**config.mk**
```make
export PLATFORM = sky130hd
export DESIGN_NAME = dma_addr_ctrl
export DESIGN_NICKNAME = d
export VERILOG_FILES = /design/src/dma_fifo.v /design/src/dma_addr_ctrl.v
export VERILOG_INCLUDE_DIRS = /design/src
export SDC_FILE = /design/constraint.sdc
export NUM_CORES = 2
export LEC_CHECK = 0
export BUFFER_PORTS_ARGS = -buffer_cell sky130_fd_sc_hd__buf_4
export CAP_MARGIN = 15
export CORE_AREA = 2 2 403 405
export CTS_CLUSTER_DIAMETER = 30
export DETAILED_ROUTE_END_ITERATION = 16
export DIE_AREA = 0 0 405 407
export GPL_ROUTABILITY_DRIVEN = 1
export PLACE_DENSITY = 0.49
export SYNTH_ARGS = -nofsm -noshare
export SYNTH_HDL_FRONTEND = slang
export SYNTH_SLANG_ARGS = --single-unit
export TNS_END_PERCENT = 30
```
**constraint.sdc**
```tcl
create_clock -name clk -period 4.96 [get_ports clk]
set_input_delay 0.992 -clock clk [delete_from_list [all_inputs] [get_ports clk]]
set_output_delay 0.992 -clock clk [all_outputs]
set_load 0.005 [all_outputs]
```
**src/dma_addr_defs.vh**
```
`ifndef DMA_ADDR_DEFS_VH
`define DMA_ADDR_DEFS_VH
// ****************************************
// I/O map
// ****************************************
`define IO_LOW_CMD 12'h008
`define IO_LOW_MODE 12'h00B
`define IO_LOW_CLRPTR 12'h00C
`define IO_HIGH_CMD 12'h0D0
`define IO_HIGH_MODE 12'h0D6
`define IO_HIGH_CLRPTR 12'h0D8
`define IO_PAGE_LO_BASE 12'h080
`define IO_PAGE_HI_BASE 12'h480
`define IO_SHADOW 12'h0B8
// ****************************************
// Fields and reset values
// ****************************************
`define CMD_ROTATE_BIT 4
`define MODE_TYPE_LSB 2
`define MODE_DEC_BIT 5
`define TYPE_VERIFY 2'h0
`define TYPE_WRITE 2'h1
`define TYPE_READ 2'h2
`define PAGE_RESET 8'h00
`define SHADOW_LAST 6'h3F
`endif

```
**src/dma_fifo.v**
```verilog
`timescale 1ns/1ns
// ****************************************
// Data buffer between memory and peripheral
// ****************************************
module dma_fifo #(
    parameter WIDTH = 16,
    parameter DEPTH = 16,
    parameter AW = 4
) (
    input wire clk,
    input wire resetn,
    input wire in_valid,
    output wire in_ready,
    input wire [WIDTH-1:0] in_data,
    output wire out_valid,
    input wire out_ready,
    output wire [WIDTH-1:0] out_data
);
    reg [WIDTH-1:0] mem_reg [0:DEPTH-1]; // Flip-flop storage
    reg [AW:0] wr_reg; // Write pointer with wrap bit
    reg [AW:0] rd_reg; // Read pointer with wrap bit
    wire [AW:0] fill = wr_reg - rd_reg;
    // Widen the fill count rather than slicing the depth parameter
    assign in_ready = ({{(31-AW){1'b0}}, fill} != DEPTH);
    assign out_valid = (fill != {(AW+1){1'b0}});
    assign out_data = mem_reg[rd_reg[AW-1:0]];
    // Pointers move only on accepted handshakes
    always @(posedge clk or negedge resetn) begin
        if (!resetn) begin
            wr_reg <= {(AW+1){1'b0}};
            rd_reg <= {(AW+1){1'b0}};
        end else begin
            if (in_valid && in_ready) begin
                wr_reg <= wr_reg + 1'b1;
            end
            if (out_valid && out_ready) begin
                rd_reg <= rd_reg + 1'b1;
            end
        end
    end
    // Storage has no reset; empty flag guards stale words
    always @(posedge clk) begin
        if (in_valid && in_ready) begin
            mem_reg[wr_reg[AW-1:0]] <= in_data;
        end
    end
endmodule // dma_fifo

```
**src/dma_addr_ctrl.v**
```verilog
`timescale 1ns/1ns
`include "dma_addr_defs.vh"
module dma_addr_ctrl #(
    parameter DW = 16,
    parameter FIFO_DEPTH = 16
) (
    input wire clk,
    input wire resetn,
    input wire io_wr,
    input wire io_rd,
    input wire [11:0] io_addr,
    input wire [7:0] io_wdata,
    output reg [7:0] io_rdata,
    input wire [7:0] dma_request_line,
    output reg [7:0] dma_acknowledge_line,
    output reg [31:0] mem_addr,
    output reg mem_rd_cmd,
    output reg mem_wr_cmd,
    output reg byte_high_enable_out,
    output reg bus_hold,
    input wire mem_done,
    input wire [DW-1:0] mem_rdata,
    output reg [DW-1:0] mem_wdata,
    input wire [DW-1:0] per_rdata,
    output reg [DW-1:0] per_wdata,
    output reg per_wr_strobe,
    output reg tc_pulse
);
    // ****************************************
    // Channel state
    // ****************************************
    reg [15:0] base_addr_reg [0:7]; // Read back only through the shadow port
    reg [15:0] cur_addr_reg [0:7];
    reg [15:0] base_cnt_reg [0:7]; // Read back only through the shadow port
    reg [15:0] cur_cnt_reg [0:7];
    reg [7:0] page_lo_reg [0:15]; // 080h..08Fh storage
    reg [7:0] page_hi_reg [0:15]; // 480h..48Fh storage
    reg [5:0] mode_reg [0:7]; // Type and direction per channel
    reg [1:0] cmd_reg; // Rotate bit per controller
    reg ptr_reg; // Byte pointer, 0 = low
    reg [5:0] shadow_reg; // Shadow sequence index
    reg [2:0] last_reg [0:1]; // Last serviced per controller
    reg [2:0] chan_reg; // Active channel
    reg [2:0] state_reg;
    reg [7:0] seen_reg; // Requests already served this assertion
    integer i;
    localparam [2:0] S_IDLE = 3'b001;
    localparam [2:0] S_XFER = 3'b010;
    localparam [2:0] S_DONE = 3'b100;
    // ****************************************
    // Helpers
    // ****************************************
    // Page register index for each channel, AT layout
    function [3:0] page_idx;
        input [2:0] ch;
        begin
            case (ch)
                3'd0: page_idx = 4'h7;
                3'd1: page_idx = 4'h3;
                3'd2: page_idx = 4'h1;
                3'd3: page_idx = 4'h2;
                3'd5: page_idx = 4'hB;
                3'd6: page_idx = 4'h9;
                3'd7: page_idx = 4'hA;
                default: page_idx = 4'hF;
            endcase
        end
    endfunction
    // Page index back to channel, 8 when spare storage
    function [3:0] page_chan;
        input [3:0] idx;
        begin
            case (idx)
                4'h7: page_chan = 4'd0;
                4'h3: page_chan = 4'd1;
                4'h1: page_chan = 4'd2;
                4'h2: page_chan = 4'd3;
                4'hB: page_chan = 4'd5;
                4'h9: page_chan = 4'd6;
                4'hA: page_chan = 4'd7;
                default: page_chan = 4'd8;
            endcase
        end
    endfunction
    // Pick a winner among four requests with a given last grant
    function [1:0] pick4;
        input [3:0] req;
        input rot;
        input [1:0] last;
        reg [1:0] k;
        reg [1:0] c;
        reg found;
        integer j;
        begin
            pick4 = 2'd0;
            found = 1'b0;
            for (j = 0; j < 4; j = j + 1) begin
                k = j[1:0];
                c = rot ? (last + 2'd1 + k) : k;
                if (!found && req[c]) begin
                    pick4 = c;
                    found = 1'b1;
                end
            end
        end
    endfunction
    // Channel group decode: address register slot in a controller
    wire low_grp = (io_addr[11:4] == 8'h00);
    wire high_grp = (io_addr[11:5] == 7'h06);
    wire [2:0] reg_ch = low_grp ? {1'b0, io_addr[2:1]} : {1'b1, io_addr[3:2]};
    wire is_cnt = low_grp ? io_addr[0] : io_addr[1];
    wire ch_access = (low_grp && !io_addr[3]) ||
                     (high_grp && !io_addr[4] && !io_addr[0] && io_addr[3:2] != 2'b00);
    wire page_lo_hit = (io_addr[11:4] == 8'h08);
    wire page_hi_hit = (io_addr[11:4] == 8'h48);
    wire [3:0] pch = page_chan(io_addr[3:0]);
    // ****************************************
    // Arbitration
    // ****************************************
    wire [7:0] live = dma_request_line & ~seen_reg & 8'hEF;
    wire low_any = |live[3:0];
    wire [1:0] low_win = pick4(live[3:0], cmd_reg[0], last_reg[0][1:0]);
    wire [1:0] high_win = pick4(live[7:4], cmd_reg[1], last_reg[1][1:0]);
    // Low controller cascades through master channel 4's slot
    wire [3:0] master_req = {live[7:5], low_any};
    wire [1:0] m_win = pick4(master_req, cmd_reg[1], last_reg[1][1:0]);
    wire [2:0] grant = (m_win == 2'd0) ? {1'b0, low_win} : {1'b1, m_win};
    wire wide = chan_reg[2];
    wire [5:0] cur_mode = mode_reg[chan_reg];
    wire [1:0] ttype = cur_mode[`MODE_TYPE_LSB+1:`MODE_TYPE_LSB];
    wire [15:0] ca = cur_addr_reg[chan_reg];
    wire [3:0] pi = page_idx(chan_reg);
    // ****************************************
    // FIFO between peripheral and memory
    // ****************************************
    wire f_in_ready;
    wire f_out_valid;
    wire [DW-1:0] f_out_data;
    reg f_in_valid;
    reg f_out_ready;
    reg [DW-1:0] f_in_data;
    dma_fifo #(.WIDTH(DW), .DEPTH(FIFO_DEPTH), .AW(4)) u_fifo (
        .clk(clk),
        .resetn(resetn),
        .in_valid(f_in_valid),
        .in_ready(f_in_ready),
        .in_data(f_in_data),
        .out_valid(f_out_valid),
        .out_ready(f_out_ready),
        .out_data(f_out_data)
    );
    // FIFO steering from the transfer state
    always @* begin
        f_in_valid = 1'b0;
        f_in_data = mem_rdata;
        f_out_ready = 1'b0;
        if (state_reg == S_XFER && mem_done) begin
            f_in_valid = 1'b1;
            f_in_data = (ttype == `TYPE_READ) ? mem_rdata : per_rdata;
        end
        if (state_reg == S_DONE) begin
            f_out_ready = 1'b1;
        end
    end
    // ****************************************
    // Register file, arbitration and transfer engine
    // ****************************************
    always @(posedge clk or negedge resetn) begin
        if (!resetn) begin
            for (i = 0; i < 8; i = i + 1) begin
                base_addr_reg[i] <= 16'h0000;
                cur_addr_reg[i] <= 16'h0000;
                base_cnt_reg[i] <= 16'h0000;
                cur_cnt_reg[i] <= 16'h0000;
                mode_reg[i] <= 6'h00;
            end
            for (i = 0; i < 16; i = i + 1) begin
                page_lo_reg[i] <= `PAGE_RESET;
                page_hi_reg[i] <= `PAGE_RESET;
            end
            cmd_reg <= 2'b00;
            ptr_reg <= 1'b0;
            shadow_reg <= 6'h00;
            last_reg[0] <= 3'd3;
            last_reg[1] <= 3'd3;
            chan_reg <= 3'd0;
            state_reg <= S_IDLE;
            seen_reg <= 8'h00;
            io_rdata <= 8'h00;
            dma_acknowledge_line <= 8'hFF;
            mem_addr <= 32'h0000_0000;
            mem_rd_cmd <= 1'b0;
            mem_wr_cmd <= 1'b0;
            byte_high_enable_out <= 1'b1;
            bus_hold <= 1'b0;
            mem_wdata <= {DW{1'b0}};
            per_wdata <= {DW{1'b0}};
            per_wr_strobe <= 1'b0;
            tc_pulse <= 1'b0;
        end else begin
            per_wr_strobe <= 1'b0;
            tc_pulse <= 1'b0;
            // A request is served once until it drops
            seen_reg <= seen_reg & dma_request_line;
            // Software writes
            if (io_wr) begin
                if (ch_access) begin
                    if (is_cnt) begin
                        if (ptr_reg) begin
                            base_cnt_reg[reg_ch][15:8] <= io_wdata;
                            cur_cnt_reg[reg_ch][15:8] <= io_wdata;
                        end else begin
                            base_cnt_reg[reg_ch][7:0] <= io_wdata;
                            cur_cnt_reg[reg_ch][7:0] <= io_wdata;
                        end
                    end else begin
                        if (ptr_reg) begin
                            base_addr_reg[reg_ch][15:8] <= io_wdata;
                            cur_addr_reg[reg_ch][15:8] <= io_wdata;
                        end else begin
                            base_addr_reg[reg_ch][7:0] <= io_wdata;
                            cur_addr_reg[reg_ch][7:0] <= io_wdata;
                        end
                    end
                    ptr_reg <= ~ptr_reg;
                end else if (io_addr == `IO_LOW_CMD) begin
                    cmd_reg[0] <= io_wdata[`CMD_ROTATE_BIT];
                end else if (io_addr == `IO_HIGH_CMD) begin
                    cmd_reg[1] <= io_wdata[`CMD_ROTATE_BIT];
                end else if (io_addr == `IO_LOW_MODE) begin
                    mode_reg[{1'b0, io_wdata[1:0]}] <= io_wdata[5:0];
                end else if (io_addr == `IO_HIGH_MODE) begin
                    mode_reg[{1'b1, io_wdata[1:0]}] <= io_wdata[5:0];
                end else if (io_addr == `IO_LOW_CLRPTR || io_addr == `IO_HIGH_CLRPTR) begin
                    ptr_reg <= 1'b0;
                end else if (io_addr == `IO_SHADOW) begin
                    shadow_reg <= 6'h00; // Restart readback sequence
                end else if (page_lo_hit) begin
                    page_lo_reg[io_addr[3:0]] <= io_wdata;
                    if (pch != 4'd8) begin
                        page_hi_reg[io_addr[3:0]] <= 8'h00;
                    end
                end else if (page_hi_hit) begin
                    page_hi_reg[io_addr[3:0]] <= io_wdata;
                end
            end
            // Software reads, current copies at channel ports, base copies at shadow
            if (io_rd) begin
                io_rdata <= 8'h00;
                if (ch_access) begin
                    if (is_cnt) begin
                        io_rdata <= ptr_reg ? cur_cnt_reg[reg_ch][15:8] : cur_cnt_reg[reg_ch][7:0];
                    end else begin
                        io_rdata <= ptr_reg ? cur_addr_reg[reg_ch][15:8] : cur_addr_reg[reg_ch][7:0];
                    end
                    ptr_reg <= ~ptr_reg;
                end else if (page_lo_hit) begin
                    io_rdata <= page_lo_reg[io_addr[3:0]];
                end else if (page_hi_hit) begin
                    io_rdata <= page_hi_reg[io_addr[3:0]];
                end else if (io_addr == `IO_SHADOW) begin
                    // Base copies, then mode bytes and command bits
                    if (shadow_reg[5]) begin
                        io_rdata <= shadow_reg[4] ? {6'h00, cmd_reg} : {2'b00, mode_reg[shadow_reg[2:0]]};
                    end else begin
                        io_rdata <= shadow_reg[4] ?
                            (shadow_reg[0] ? base_cnt_reg[shadow_reg[3:1]][15:8] :
                                             base_cnt_reg[shadow_reg[3:1]][7:0]) :
                            (shadow_reg[0] ? base_addr_reg[shadow_reg[3:1]][15:8] :
                                             base_addr_reg[shadow_reg[3:1]][7:0]);
                    end
                    // A restart write in the same cycle wins over the step
                    shadow_reg <= (io_wr || shadow_reg == `SHADOW_LAST) ? 6'h00 :
                                  shadow_reg + 6'h01;
                end
            end
            // Transfer engine
            case (state_reg)
                S_IDLE: begin
                    dma_acknowledge_line <= 8'hFF;
                    bus_hold <= 1'b0;
                    if (|live) begin
                        chan_reg <= grant;
                        state_reg <= S_XFER;
                    end
                end
                S_XFER: begin
                    bus_hold <= 1'b1;
                    dma_acknowledge_line <= ~(8'h01 << chan_reg);
                    // Write data stands with the command, not after it
                    mem_wdata <= per_rdata;
                    // Page never receives a carry from the address counter
                    if (wide) begin
                        mem_addr <= {page_hi_reg[pi], page_lo_reg[pi][7:1], ca, 1'b0};
                        byte_high_enable_out <= 1'b0;
                    end else begin
                        mem_addr <= {page_hi_reg[pi], page_lo_reg[pi], ca};
                        byte_high_enable_out <= ~ca[0];
                    end
                    mem_rd_cmd <= (ttype == `TYPE_READ) && f_in_ready;
                    mem_wr_cmd <= (ttype == `TYPE_WRITE) && f_in_ready;
                    if (ttype == `TYPE_VERIFY || ttype == 2'h3 || (mem_done && f_in_ready)) begin
                        mem_rd_cmd <= 1'b0;
                        mem_wr_cmd <= 1'b0;
                        if (cur_mode[`MODE_DEC_BIT]) begin
                            cur_addr_reg[chan_reg] <= ca - 16'h0001;
                        end else begin
                            cur_addr_reg[chan_reg] <= ca + 16'h0001;
                        end
                        cur_cnt_reg[chan_reg] <= cur_cnt_reg[chan_reg] - 16'h0001;
                        tc_pulse <= (cur_cnt_reg[chan_reg] == 16'h0000);
                        seen_reg[chan_reg] <= 1'b1;
                        if (chan_reg[2]) begin
                            last_reg[1] <= {1'b0, chan_reg[1:0]};
                        end else begin
                            last_reg[0] <= {1'b0, chan_reg[1:0]};
                            last_reg[1] <= 3'd0;
                        end
                        state_reg <= S_DONE;
                    end
                end
                S_DONE: begin
                    // Release bus after every single cycle
                    bus_hold <= 1'b0;
                    dma_acknowledge_line <= 8'hFF;
                    if (f_out_valid && ttype == `TYPE_READ) begin
                        per_wdata <= f_out_data;
                        per_wr_strobe <= 1'b1;
                    end
                    state_reg <= S_IDLE;
                end
                default: begin
                    state_reg <= S_IDLE;
                end
            endcase
        end
    end
endmodule // dma_addr_ctrl

```
==> metrics <==
final wirelength=203 mm; area grow syn2layout=25.4%; placer congestion estimate=0.889; min Tclk post-route=4.34 ns; top-area cell type share of the netlist area=0.391; GR Util met2=0.373; syn avg cell area=12.9 µm²; Placement Setup Slack=0.544 ns; Hold WS=0.0978 ns; R2R depth=11; Required @ worst endpoint=5.69 ns; M1 GR Usage=0.349; clk slew on worst S/H paths=0.04 ns; worst r2r dst=cur_cnt_reg[40]; Avg WL per Cell=27.7 µm; die area=165000 µm²; GRT overflow=0; unrepaired setup endpoints after global routing=no; CP Class=register to register; critical path arrival=5.07 ns; Synth Area in XOR/XNOR=0.00708; HPWL Detailed=131 mm; Setup Buffers After CTS=0; Mapped Area=59000 µm²; outcome=finished, final reports clean; Chip Height=407 µm; final worst slack=0.618 ns; highest clock rate=230 MHz; worst reg2reg path startpoint=chan_reg[1]; Bufs on Longest Clock Path=4; Initial DRC Count=3624; EDFF count, synth=256; Final nets=4987; first-pass GRT wire length=297 mm; Core Region=160000 µm²; Clock Tree Root=clkbuf_16; Synth area leader=dfrtp_1; Post-Syn Instances=4595; syn nets=4676; initial antenna violation count=9; Max H-tree Level=5; Worst setup SP type=register; met3 usage in global routing=0.0514; number of max-cap violations=0; vias in the first global route=42.0k; simple-gate share of the synthesized area=0.105; LEAKAGE=33.0 nW; worst skew pair latency=0.93 ns; sequential-to-total area share from yosys stat=0.527; Critical Path Start=chan_reg[1]; vias=41.4k; layout cells sized above 1=0.360; VDD IR max=0.387 mV; Final setup viols=0; die extent in x=405 µm; Starting Density=0.369; fillers=14.4k; Top FF cell, synth=dfrtp_1; worst-margin pin slew=1.18 ns; Synth Area in Compound Gates=0.0492; Max-slew headroom=0.210; setup tns final=0 ns; top-count cell post-synth=dfrtp_1; hold_buf cts=0; critical path endpoint category=register; Fin. Hold Viols=0; Port Buffers=149; TritonRoute pass-1 iters=6; Post-Synth Adder-Cell Area=0.00339; post-synth cell types=85; multiplexer area fraction after synthesis=0.280; largest family of logic cells by synthesized area=multiplexers; Hold Crit Class=input port to asynchronous set/reset pin; Clock Skew=0.0961 ns; aggregate global-route resource usage=0.247; Resized cells post-CTS=0; period utilization=0.875; dpl cells=6740; CTS tree=built; PwrDens=546 nW/µm²; most common library cells after synthesis=dfrtp_1 (922), nand2_1 (790), mux2_2 (467); total CTS buffers=324; fin cells=7316; DRC=0; Final Slew Violations=0; largest net degree at the start of global routing=110; clock sinks=1192; vias per cell=5.66; busiest layer in global routing=met2; Synth Register Bits=1192; num ports=151; ANT nets after route=0; critical path peak fanout=43; synth warn=0; Row Count=147; synth top area cells=dfrtp_1 (39%), mux4_2 (16%), edfxtp_1 (13%); Largest register FFs=256; reg2reg setup slack=0.62 ns; share of flip-flops with an asynchronous set or reset=0.785
-- metrics by stage --
| stage | total power (W) | util | area (µm²) |
|---|---|---|---|
| final | 0.0405 | 0.462 | 74100 |
| after global routing | 0.0421 | 0.462 | 74100 |
| after CTS | 0.0407 | 0.462 | 74000 |
| after detailed placement | 0.0198 | 0.395 | 63200 |
| after global placement | 0.0197 | 0.395 | 63200 |
| after floorplan | 0.0171 | - | 59000 |
-- per-layer routing --
metal / up-vias / wire (µm)
met4: 12 / 7120
met1: 21600 / 90500
met2: 1653 / 90800
li1: 17700 / -
met5: - / 78
met3: 404 / 14100
-- logic make-up after synthesis --
family	Yosys count
adders and majority gates	16
DFF	1192
buffers and inverters	396
muxes	1086
xor gates and xnor gates	43
AOI/OAI and AO/OA	485
and+or+nand+nor	1377
-- cell type report --
cell class	count	area [µm²]	area share
diodes	5	12.5	0.000169
clock buffers	422	8950	0.121
clock inverters	149	1880	0.0253
inverters	31	116	0.00157
multi-input cells	3007	26400	0.356
flip-flops and latches	1192	31200	0.421
well taps	2160	2700	0.0365
repair buffers	350	2880	0.0389
-- cells in the final DEF, fill, tap and decap left out, drive strengths merged, types with 16 or more instances in the layout --
| master | count |
|---|---|
| a211oi | 25 |
| a21oi | 183 |
| a31oi | 58 |
| and2 | 30 |
| and3 | 104 |
| buf | 350 |
| bufinv | 38 |
| clkbuf | 422 |
| clkinv | 76 |
| clkinvlp | 22 |
| dfrtp | 922 |
| edfxtp | 256 |
| ha | 16 |
| inv | 44 |
| mux2 | 469 |
| mux2i | 210 |
| mux4 | 407 |
| nand2 | 810 |
| nand2b | 30 |
| nand3 | 62 |
| nand4 | 22 |
| nor2 | 200 |
| nor2b | 41 |
| nor3 | 28 |
| o21ai | 121 |
| xnor2 | 28 |
-- critical path, stage by stage (launching register included) --
cell,delay (ns)
dfrtp_4,0.98
mux4_2,0.42
nand2_1,0.09
and2_1,0.14
inv_1,0.05
ha_1,0.30
a2bb2oi_1,0.10
nand2_1,0.55
and3_1,0.93
buf_4,0.39
and2_1,0.16
a31oi_1,0.04
-- worst max path at each step --
stage,slack (ns),cells after the start,end
2_1_floorplan,0.58,20,cur_cnt_reg[100]
3_3_place_gp,0.58,7,io_rdata[3]
3_5_place_dp,0.54,7,io_rdata[3]
4_1_cts,0.60,11,cur_cnt_reg[40]
5_1_grt,0.40,11,cur_cnt_reg[40]
6_report,0.62,11,cur_cnt_reg[40]
-- report_power, final --
| group | total (W) | switching (W) | internal [W] |
|---|---|---|---|
| clock | 0.0207 | 0.00617 | 0.0145 |
| sequential | 0.0126 | 0.00133 | 0.0113 |
| combinational | 0.00715 | 0.00377 | 0.00338 |
| total | 0.0405 | 0.0113 | 0.0292 |
(Power assumes the default switching activity.)
